## src/spc_cfg.svh

```systemverilog
`ifndef SPC_CFG_SVH
`define SPC_CFG_SVH

// byte geometry
`define SPC_BYTE_BITS 8
`define SPC_LAST_BIT 3'h7
`define SPC_RX_DEPTH 8
`define SPC_SYNC_STAGES 2

// flag positions in the flag register
`define SPC_F_XFER 0
`define SPC_F_WCOL 1
`define SPC_F_SSI 2
`define SPC_F_DRE 3
`define SPC_F_RXC 4
`define SPC_F_TXC 5
`define SPC_NFLAGS 6

// reset values
`define SPC_FLAGS_RST 6'h08
`define SPC_SHREG_RST 8'h00

// sources valid per mode
`define SPC_NORMAL_SRC 6'h03
`define SPC_BUFFER_SRC 6'h3c

`endif

```

## src/spc_pkg.sv

```systemverilog
`default_nettype none
package spc_pkg;
    // post-transfer sequencer, gray along idle-shift-rxc-txc
    typedef enum logic [1:0]
    {
        SPC_IDLE = 2'b00,
        SPC_SHIFT = 2'b01,
        SPC_RXC = 2'b11,
        SPC_TXC = 2'b10
    } spc_state_t;
    typedef logic [7:0] spc_byte_t;
endpackage
`default_nettype wire

```

## src/spc_stream_if.sv

```systemverilog
`timescale 1ns/1ps
`default_nettype none
interface spc_stream_if #(parameter int WIDTH = 8);
    logic valid;
    logic ready;
    logic [WIDTH-1:0] data;
    modport src (output valid, output data, input ready);
    modport snk (input valid, input data, output ready);
endinterface
`default_nettype wire

```

## src/spc_sync.sv

```systemverilog
`timescale 1ns/1ps
`default_nettype none
module spc_sync #(parameter int WIDTH = 3, parameter logic [WIDTH-1:0] RST_VAL = '0)
(
    input wire logic clk,
    input wire logic rst_b,
    input wire logic [WIDTH-1:0] async_in,
    output logic [WIDTH-1:0] sync_out
);
    logic [WIDTH-1:0] meta;
    ////////////////////////////////////////////////////////////////////////
    // two flops; only the second stage is ever read
    always_ff @(posedge clk or negedge rst_b)
    begin
        if (!rst_b)
        begin
            meta <= RST_VAL;
            sync_out <= RST_VAL;
        end
        else
        begin
            meta <= async_in;
            sync_out <= meta;
        end
    end
endmodule // spc_sync
`default_nettype wire

```

## src/spc_fifo.sv

```systemverilog
`timescale 1ns/1ps
`default_nettype none
module spc_fifo #(parameter int WIDTH = 8, parameter int DEPTH = 8)
(
    input wire logic clk,
    input wire logic rst_b,
    spc_stream_if.snk wr,
    output logic out_valid,
    input wire logic out_ready,
    output logic [WIDTH-1:0] out_data
);
    localparam int AW = $clog2(DEPTH);
    logic [WIDTH-1:0] mem [DEPTH];
    logic [AW-1:0] wptr, rptr, next_wptr, next_rptr;
    logic [AW:0] cnt, next_cnt;
    logic next_out_valid, push, load;
    ////////////////////////////////////////////////////////////////////////
    // pointers; output register refills whenever it is empty or drained
    always_comb
    begin
        push = wr.valid && wr.ready;
        load = (cnt != '0) && (!out_valid || out_ready);
        next_wptr = push ? wptr + 1'b1 : wptr;
        next_rptr = load ? rptr + 1'b1 : rptr;
        next_cnt = cnt + (AW+1)'(push) - (AW+1)'(load);
        next_out_valid = load || (out_valid && !out_ready);
    end
    assign wr.ready = (cnt != (AW+1)'(DEPTH)); // honest full

    always_ff @(posedge clk or negedge rst_b)
    begin
        if (!rst_b)
        begin
            wptr <= '0;
            rptr <= '0;
            cnt <= '0;
            out_valid <= 1'b0;
        end
        else
        begin
            wptr <= next_wptr;
            rptr <= next_rptr;
            cnt <= next_cnt;
            out_valid <= next_out_valid;
        end
    end

    // storage without reset, read data registered
    always_ff @(posedge clk)
    begin
        if (push)
            mem[wptr] <= wr.data;
        if (load)
            out_data <= mem[rptr];
    end
endmodule // spc_fifo
`default_nettype wire

```

## src/spc_client.sv

```systemverilog
`timescale 1ns/1ps
`default_nettype none
`include "spc_cfg.svh"
module spc_client
    import spc_pkg::*;
(
    input wire logic clk,
    input wire logic rst_b,
    input wire logic engine_enable,
    input wire logic [1:0] mode,
    input wire logic bit_order_select,
    input wire logic buffer_mode_enable,
    input wire logic buffer_wait_receive,
    input wire logic miso_dir_out,
    input wire logic sck_pin,
    input wire logic ss_b_pin,
    input wire logic mosi_pin,
    output logic miso_out,
    output logic miso_oe_b,
    input wire logic data_write,
    input wire logic [7:0] data_in,
    output logic rx_valid,
    input wire logic rx_ready,
    output logic [7:0] rx_data,
    output logic rx_full,
    output logic [`SPC_NFLAGS-1:0] flag_register,
    input wire logic [`SPC_NFLAGS-1:0] flag_clear,
    input wire logic [`SPC_NFLAGS-1:0] int_enable,
    output logic irq,
    output logic sck_event
);
    ////////////////////////////////////////////////////////////////////////
    // bit shift helper, used for receive assembly and setup shifting
    function automatic spc_byte_t shift_in(spc_byte_t b, logic bit_in, logic lsb_first);
        shift_in = lsb_first ? {bit_in, b[7:1]} : {b[6:0], bit_in};
    endfunction

    logic sck_s, ss_b_s, mosi_s, sck_q, ss_act_q;
    logic ss_act, ss_fall, ss_rise, sck_rise, sck_fall, lead, trail, samp, setup;
    logic last, busy, done, txc_ok, next_txc_ok;
    spc_byte_t shreg, next_shreg, txbuf, next_txbuf, rx_byte;
    logic txfull, next_txfull, preload, next_preload, pend, next_pend, hold, next_hold;
    logic [2:0] cnt, next_cnt;
    logic [`SPC_NFLAGS-1:0] flags, next_flags, src_mask;
    spc_state_t state, next_state;

    spc_stream_if #(.WIDTH(`SPC_BYTE_BITS)) rx_if ();

    ////////////////////////////////////////////////////////////////////////
    // pins are inputs whatever the port direction says
    // reset to the deselected level so no false select edge follows reset
    spc_sync #(.WIDTH(3), .RST_VAL(3'b010)) u_sync
    (
        .clk(clk),
        .rst_b(rst_b),
        .async_in({sck_pin, ss_b_pin, mosi_pin}),
        .sync_out({sck_s, ss_b_s, mosi_s})
    );

    // received bytes; a full queue drops the byte since the host cannot stall
    spc_fifo #(.WIDTH(`SPC_BYTE_BITS), .DEPTH(`SPC_RX_DEPTH)) u_rx_fifo
    (
        .clk(clk),
        .rst_b(rst_b),
        .wr(rx_if.snk),
        .out_valid(rx_valid),
        .out_ready(rx_ready),
        .out_data(rx_data)
    );

    ////////////////////////////////////////////////////////////////////////
    // edge detection on synchronized copies only
    always_comb
    begin
        ss_act = engine_enable && !ss_b_s;
        ss_fall = ss_act && !ss_act_q;
        ss_rise = !ss_act && ss_act_q;
        sck_rise = sck_s && !sck_q;
        sck_fall = !sck_s && sck_q;
        lead = mode[1] ? sck_fall : sck_rise;
        trail = mode[1] ? sck_rise : sck_fall;
        samp = ss_act && (mode[0] ? trail : lead);
        setup = ss_act && (mode[0] ? lead : trail);
        last = samp && (cnt == `SPC_LAST_BIT);
        done = last;
        busy = ss_act && ((cnt != 3'h0) || pend);
        rx_byte = shift_in(shreg, mosi_s, bit_order_select);
    end

    // every completed byte is offered; a full queue refuses it
    assign rx_if.valid = done;
    assign rx_if.data = rx_byte;
    assign rx_full = !rx_if.ready;
    assign sck_event = sck_s; // level event, stays >=2 cycles by host timing

    ////////////////////////////////////////////////////////////////////////
    // shifter, transmit buffer and flags
    always_comb
    begin
        next_shreg = shreg;
        next_txbuf = txbuf;
        next_txfull = txfull;
        next_preload = preload;
        next_pend = pend;
        next_hold = hold;
        next_cnt = cnt;
        next_txc_ok = txc_ok;
        next_flags = flags & ~(flag_clear & ~(6'h1 << `SPC_F_DRE));
        // capture and shift on opposite edges
        if (samp)
        begin
            next_hold = mosi_s;
            next_pend = 1'b1;
            next_cnt = cnt + 3'h1;
        end
        if (setup && pend)
        begin
            next_shreg = shift_in(shreg, hold, bit_order_select);
            next_pend = 1'b0;
        end
        // software writes
        if (data_write && !buffer_mode_enable)
        begin
            if (busy)
                next_flags[`SPC_F_WCOL] = 1'b1; // write dropped
            else
                next_shreg = data_in; // loads while idle, shifts later
        end
        else if (data_write && buffer_mode_enable)
        begin
            if (buffer_wait_receive && !ss_act && !preload && !txfull)
            begin
                next_shreg = data_in; // straight into shifter
                next_preload = 1'b1;
            end
            else if (!txfull)
            begin
                next_txbuf = data_in;
                next_txfull = 1'b1;
                next_flags[`SPC_F_DRE] = 1'b0;
            end
            // full buffer: write discarded
        end
        // byte complete; shifter keeps received byte as the next dummy, or takes txbuf when buffered mode has it full
        if (done)
        begin
            next_shreg = rx_byte;
            next_pend = 1'b0;
            next_cnt = 3'h0;
            next_txc_ok = !(buffer_mode_enable && txfull);
            if (!buffer_mode_enable)
                next_flags[`SPC_F_XFER] = 1'b1;
            if (buffer_mode_enable && txfull)
            begin
                next_shreg = txbuf;
                next_txfull = 1'b0;
                next_flags[`SPC_F_DRE] = 1'b1;
            end
        end
        if (buffer_mode_enable && ss_fall)
            next_flags[`SPC_F_SSI] = 1'b1;
        if (buffer_mode_enable && state == SPC_RXC)
            next_flags[`SPC_F_RXC] = 1'b1;
        if (buffer_mode_enable && state == SPC_TXC && txc_ok)
            next_flags[`SPC_F_TXC] = 1'b1;
        // deselect drops partial byte both ways
        if (!ss_act)
        begin
            next_cnt = 3'h0;
            next_pend = 1'b0;
        end
        if (ss_rise)
            next_preload = 1'b0;
    end

    ////////////////////////////////////////////////////////////////////////
    // sequencer; rxc then txc follow a completed byte one cycle apart
    always_comb
    begin
        next_state = state;
        case (state)
            SPC_IDLE: if (ss_act) next_state = SPC_SHIFT;
            SPC_SHIFT: if (done) next_state = SPC_RXC;
            SPC_RXC: next_state = SPC_TXC;
            SPC_TXC: next_state = SPC_SHIFT;
            default: next_state = SPC_IDLE;
        endcase
        if (!ss_act)
            next_state = SPC_IDLE;
    end

    // registers only; every decision lives in the next-value logic
    always_ff @(posedge clk or negedge rst_b)
    begin
        if (!rst_b)
        begin
            state <= SPC_IDLE;
            sck_q <= 1'b0;
            ss_act_q <= 1'b0;
            shreg <= `SPC_SHREG_RST;
            txbuf <= `SPC_SHREG_RST;
            txfull <= 1'b0;
            preload <= 1'b0;
            pend <= 1'b0;
            hold <= 1'b0;
            cnt <= 3'h0;
            txc_ok <= 1'b0;
            flags <= `SPC_FLAGS_RST;
        end
        else
        begin
            state <= next_state;
            sck_q <= sck_s;
            ss_act_q <= ss_act;
            shreg <= next_shreg;
            txbuf <= next_txbuf;
            txfull <= next_txfull;
            preload <= next_preload;
            pend <= next_pend;
            hold <= next_hold;
            cnt <= next_cnt;
            txc_ok <= next_txc_ok;
            flags <= next_flags;
        end
    end

    ////////////////////////////////////////////////////////////////////////
    // outputs; data-out is the register bit at the head of the shifter
    always_comb
    begin
        miso_out = bit_order_select ? shreg[0] : shreg[7];
        miso_oe_b = !(miso_dir_out && ss_act); // released while deselected
        src_mask = buffer_mode_enable ? `SPC_BUFFER_SRC : `SPC_NORMAL_SRC;
        irq = |(flags & int_enable & src_mask);
    end
    assign flag_register = flags;
endmodule // spc_client
`default_nettype wire

```

## config.mk

```make
export PLATFORM = sky130hd
export DESIGN_NAME = spc_client
export DESIGN_NICKNAME = d
export VERILOG_FILES = /design/src/spc_pkg.sv /design/src/spc_stream_if.sv /design/src/spc_sync.sv /design/src/spc_fifo.sv /design/src/spc_client.sv
export VERILOG_INCLUDE_DIRS = /design/src
export SDC_FILE = /design/constraint.sdc
export NUM_CORES = 1
export LEC_CHECK = 0
export BUFFER_PORTS_ARGS = -buffer_cell sky130_fd_sc_hd__buf_2
export CAP_MARGIN = 20
export CORE_UTILIZATION = 59
export DETAILED_ROUTE_END_ITERATION = 10
export PLACE_DENSITY_LB_ADDON = 0.12
export SYNTH_ARGS = -nofsm -noshare
export SYNTH_HDL_FRONTEND = slang
export SYNTH_SLANG_ARGS = --single-unit
```

## constraint.sdc

```tcl
create_clock -name clk -period 2.93 [get_ports clk]
set_input_delay 0.4395 -clock clk [delete_from_list [all_inputs] [get_ports clk]]
set_output_delay 0.4395 -clock clk [all_outputs]
set_load 0.005 [all_outputs]
```

Word-level counts from Yosys, hierarchy flattened
Memories as Yosys holds them, arrays and structs flattened. A register that Yosys moved wholly into a read port is not among the register bits.
Index checks and enable logic that the tools add are counted.
W data, S select, Z words.

word-level totals
  RAM bits = 64
  bits in registers = 51
  word-level logic and storage cells = 138
  memories kept = 1

memory list
  memory         depth  width  read ports  clocked after memory_dff  wr ports  RTL line        text
  u_rx_fifo.mem  8      8      1           1                         1         spc_fifo.sv:13  logic [WIDTH-1:0] mem [DEPTH];

operators by class
  add/sub/neg operators = 5
  mux-type cells = 49
  bitwise gates (word level) = 7
  equal/unequal tests = 9
  reduce and logical (&&, ||, !) cells = 49

operators by type and width
  cell                   count
  $mux W8                9
  $mux W1                33
  $logic_and A1 B1 Y1    24
  $and A6 B6 Y6          3
  $logic_not A1 Y1       13
  $add A3 B1 Y3 const B  3
  $mux W3                3
  $mux W6                1
  $not A6 Y6             1
  $pmux W2 S3            1
  $reduce_or A6 Y1       1
  $add A4 B1 Y4          1
  $eq A2 B2 Y1 const B   2
  $mux W2                2
  $ne A4 B1 Y1 const B   1
  $ne A4 B4 Y1 const B   1
  $reduce_and A4 Y1      1
  $reduce_bool A2 Y1     2
  $reduce_bool A4 Y1     1
  $sub A4 B1 Y4          1
  $eq A3 B3 Y1 const B   1
  $logic_or A1 B1 Y1     3
  $ne A3 B1 Y1 const B   1
  $ne A3 B2 Y1 const B   1
  other kinds (7)        9

Longest topological paths before layout
  word-level depth = 11
  gate-level depth with buffers = 10

Hierarchy
Synthesis repeated with hierarchy kept, for this count alone.

second synthesis, totals
  cell total of the unflattened synthesis = 393
  area, all modules = 5579.1 um^2

modules (own cells, without submodules)
  module      area an instance (um^2)  cells each  instances  sequential area each (um^2)
  spc_fifo    3335.7                   159         1          2437.3
  spc_client  2090.8                   228         1          852.1
  spc_sync    152.6                    6           1          152.6

Worst setup path after synthesis
Ideal clock, no wire load.

  path kind = register to register
  start = register sck_q
  end = memory u_rx_fifo.mem[0][0] (enable)
  stages on the path, launching flop included = 7
  data arrival time = 2.251 ns
  slack = 0.285 ns
  buffers on the path = 2
  setup time = 0.395 ns
  clock period less this slack = 2.645 ns
  path through = dfrtp_1 clkbuf_1 nor2b_1 mux2i_1 or3_1 buf_2 nor4_1

on the way
  word-level cells in the longest chain between the ends = 9
  elaborated cells between the ends (all ways) = 11
  classes of those cells = 5 x mux; 6 x reduce/logical

RTL lines
  what                             RTL line                            text
  start, declared                  spc_client.sv:38                    logic sck_s, ss_b_s, mosi_s, sck_q, ss_act_q;
  start signal, assigned           spc_client.sv:213                   sck_q <= sck_s;
  $logic_not A1 Y1                 spc_client.sv:78                    sck_rise = sck_s && !sck_q;
  $logic_and A1 B1 Y1              spc_client.sv:78
  $mux W1 (on tied branches)       spc_client.sv:80, spc_client.sv:81
  $mux W1 *                        spc_client.sv:82                    samp = ss_act && (mode[0] ? trail : lead);
  $logic_and A1 B1 Y1 *            spc_client.sv:82
  $logic_and A1 B1 Y1 *            spc_client.sv:84                    last = samp && (cnt == `SPC_LAST_BIT);
  $logic_and A1 B1 Y1 *            spc_fifo.sv:21                      push = wr.valid && wr.ready;
  $mux W1 *                        spc_fifo.sv:51                      if (push)
  $mux W1 (implied by the code) *  spc_fifo.sv:52                      mem[wptr] <= wr.data;
  end, declared                    spc_fifo.sv:13

Mark *: on every way between the ends. The rest lies on a longest branch, timed or not.

Worst setup path after layout
  start = register cnt[0]
  end = register u_rx_fifo.cnt[2]

on the way
  word-level cells in the longest chain between the ends = 5

RTL lines
  what                       RTL line           text
  start, declared            spc_client.sv:43   logic [2:0] cnt, next_cnt;
  start signal, assigned     spc_client.sv:221  cnt <= next_cnt;
  $eq A3 B3 Y1 (no line)     n/a
  $logic_and A1 B1 Y1        spc_client.sv:84
  $logic_and A1 B1 Y1        spc_fifo.sv:21
  net u_rx_fifo.push         spc_fifo.sv:16     logic next_out_valid, push, load;
  $add A4 B1 Y4              spc_fifo.sv:25     next_cnt = cnt + (AW+1)'(push) - (AW+1)'(load);
  $sub A4 B1 Y4              spc_fifo.sv:25
  net u_rx_fifo.next_cnt[2]  spc_fifo.sv:15     logic [AW:0] cnt, next_cnt;
  end signal, assigned       spc_fifo.sv:43     cnt <= next_cnt;
  end, declared              spc_fifo.sv:15

The timed path passes the listed nets, and every way through them passes these cells.
A chain may end at the register's enable or synchronous reset.

==> impl_metrics.ini <==
[status]
outcome = finished, final reports clean

[flow_run]
drv_cap = 0

[synth]
ys_seq_area_share_pct = 62.6
avgSynthCellArea_sq_um = 14.1
synth-main-ff-cell = edfxtp_1
synth_edf_count = 72
synth_nets = 435
synth_area_sq_mm = 0.00550
async_flop_share_pct = 41.5
synth_warnings = 0
yosys-top-cells-area = edfxtp_1, dfrtp_1, mux4_2, mux2_2, ha_1
ys_ff_latch = 123
synth_top_area_share_pct = 39.3
synth.distinct_cells = 45
yosysTopAreaCell = edfxtp_1
synthesis.instances = 389

[die]
start_util_pct = 61.8
fp.dieH_um = 98.5
ios = 54
core_area_sq_mm = 0.00889
die_w_um = 98.5
rows = 34
die_area_sq_mm = 0.00971

[timing]
slew_headroom_pct = 45.7
period_needed_ns = 2.42
clock-skew-final_ns = 0.00783
worstMarginPinSlew_ns = 0.815
grt_setup_unrepaired = no
fin_tns_setup_ns = 0
finalHoldViolCount = 0
min_period_over_period_pct = 82.7
whs_ns = 0.0272
fin_ws_ns = 0.506
setup_viol = 0
timing.fmax_ghz = 0.413
final_max_slew_viol_count = 0

[drt]
drt_iter0_drc = 165
ant_nets = 0
dr_total_vias = 3458
firstDrtPassIters = 6
wl_um = 10700
wire_per_inst_um = 18.3
viasPerCell = 5.93
post-route-drc-count = 0

[worst_setup_path]
endpoint_kind = flip-flop
crit_type = reg -> reg
crit_path_top_delay_cell = or3_1
crit_top_cell = ha_1
cp-start-kind = flip-flop
crit_required_ns = 3.32
path_cells = ha_1, ha_1, nand2_1, or3_1, inv_2, ha_1, inv_1, fa_1, xnor2_1
cp.arrival_ns = 2.81
slowest_delay_ns = 0.48
crit_fanout = 7

[cells_and_area]
area_delta_synth_final_pct = 19.2
layout.cells.non_filler = 583
diodes = 0
layout-drive-gt1-share_pct = 32.6
fin_area_sq_mm = 0.00655
finalNetCount = 508

[clocking]
clock_latency_ns = 0.51
h-tree-depth = 4
cts_made_buffers = 17
cts_buffer_depth = 2
hold_buffers = 1
path_clk_slew_ns = 0.06
postCtsSetupRepairBufs = 0
cts_tree = yes
cts_sinks = 123
root_buffer = clkbuf_8
cts_resized = 0

[global_routing]
grt_pass1_vias = 3618
grt_pass1_wl_um = 18100
grt_usage_pct = 24.9
grt_overflow = 0
antenna_found_initial = 0
grt_max_degree = 28

[placement]
pre_cts_slack_ns = 0.458
dp_cells = 550
io_buffers = 52
place_area_sq_mm = 0.00596
gp_congestion = 0.867
dp_hpwl_um = 7140

[pwr]
powerDensity_mw_per_mm2 = 821
leakage_uw = 0.00259
ir_drop_uv = 504

[hold_path]
hp-class = in -> reg
[per-stage QoR]
stage	total power, uW	util, %
after floorplan	3080	-
after global routing	5650	73.7
final	5380	73.7
after CTS	5440	73.7
after global placement	3360	67.1
after detailed placement	3410	67.1
[placed cells by master (no fill, tap or decap), types with 2 or more instances in the layout]
| cell type | n |
|---|---|
| xnor2_1 | 5 |
| clkinv_2 | 2 |
| inv_1 | 19 |
| nor2b_1 | 11 |
| bufinv_16 | 2 |
| a21oi_1 | 18 |
| dfrtp_1 | 48 |
| clkbuf_16 | 16 |
| o21ai_0 | 19 |
| nand3b_1 | 4 |
| mux4_2 | 16 |
| mux2_2 | 29 |
| clkinv_4 | 3 |
| dfstp_2 | 3 |
| buf_2 | 52 |
| mux2i_1 | 10 |
| clkinvlp_4 | 3 |
| a31oi_1 | 3 |
| o22ai_1 | 4 |
| ha_1 | 11 |
| nand2b_1 | 3 |
| buf_4 | 19 |
| o2111ai_1 | 7 |
| nand3_1 | 2 |
| inv_6 | 4 |
| nor3_1 | 9 |
| edfxtp_1 | 72 |
| a21o_1 | 2 |
| o21a_1 | 2 |
| a22oi_1 | 10 |
| or3_1 | 2 |
| nand2_1 | 19 |
| nor4_1 | 9 |
| nor2_1 | 17 |
| xor2_1 | 2 |
[path summary, 6_finish.rpt]
| check | startpoint | endpoint | slack [ns] | cells past startpoint |
|---|---|---|---|---|
| min in group asynchronous | rst_b | u_rx_fifo.out_valid | 0.49 | 2 |
| max in group asynchronous | rst_b | u_sync.meta[1] | 1.73 | 3 |
| hold reg to reg | u_sync.meta[1] | u_sync.sync_out[1] | 0.36 | 0 |
| setup reg to reg | cnt[0] | u_rx_fifo.cnt[2] | 0.51 | 9 |
| hold / removal | ss_b_pin | u_sync.meta[1] | 0.03 | 1 |
| setup / recovery | cnt[0] | u_rx_fifo.cnt[2] | 0.51 | 9 |
[synthesized netlist by cell type (2+ instances only)]
library cell,instances
mux2_2,29
ha_1,11
buf_2,2
a31oi_1,3
mux4_2,16
or3_1,2
a21o_1,2
edfxtp_1,72
inv_1,19
nand2b_1,3
o2111ai_1,7
o22ai_1,4
a21oi_1,18
dfstp_2,3
o21a_1,2
a22oi_1,10
mux2i_1,10
nor2_1,17
xnor2_1,5
nor3_1,9
o21ai_0,19
clkbuf_1,15
nand2_1,19
dfrtp_1,48
nor4_1,9
nand3b_1,4
nand3_1,2
xor2_1,2
nor2b_1,11
[sequential cells by signal (all words and copies together) (netlist names), 4 cells and up]
signal	count
u_rx_fifo.mem	64
u_rx_fifo.out_data	8
txbuf	8
shreg	8
u_rx_fifo.cnt	4
flag_register	6
[worst max-delay path: cells and delay by family (launching register included)]
kind                       cells  cell delay (ns)
adders and majority gates      4             0.99
and+or+nand+nor                2             0.58
buffers and inverters          2             0.20
DFF                            1             0.39
xor gates and xnor gates       1             0.14
[area by class of cell]
class	instances	area, sq um
clock buffers	17	414
flip-flops and latches	123	3440
repair buffers	72	413
clock inverters	15	165
fillers	563	2340
well taps	108	135
multi-input cells	228	1910
inverters	20	75.1
[layer usage]
layer  global-route usage [%]  part of all wire [%]  vias up
li1                         -                     -     1623
met1                     31.5                    42     1736
met4                     10.1                   1.1        0
met2                     42.9                    54       89
met5                        0                     0        -
met3                     4.47                   3.3       10
[kinds of logic (layout without fill, tap and decap cells)]
group | Yosys count | after routing | share of synthesized area [%]
flops | 123 | 123 | 62.6
simple gates | 83 | 83 | 7.92
compound gates | 70 | 70 | 8.01
mux | 55 | 55 | 14.3
buf+inv | 38 | 124 | 2.64
fa+ha+maj | 12 | 12 | 2.87
xor+xnor | 8 | 8 | 1.62
[power by group]
part / switching [uW] / leakage [uW] / internal (uW)
Sequential: 176 / 0.00129 / 2110
Combinational: 488 / 0.00103 / 600
Clock: 786 / 0.000277 / 1220
Power figures use the tool's default switching activity.
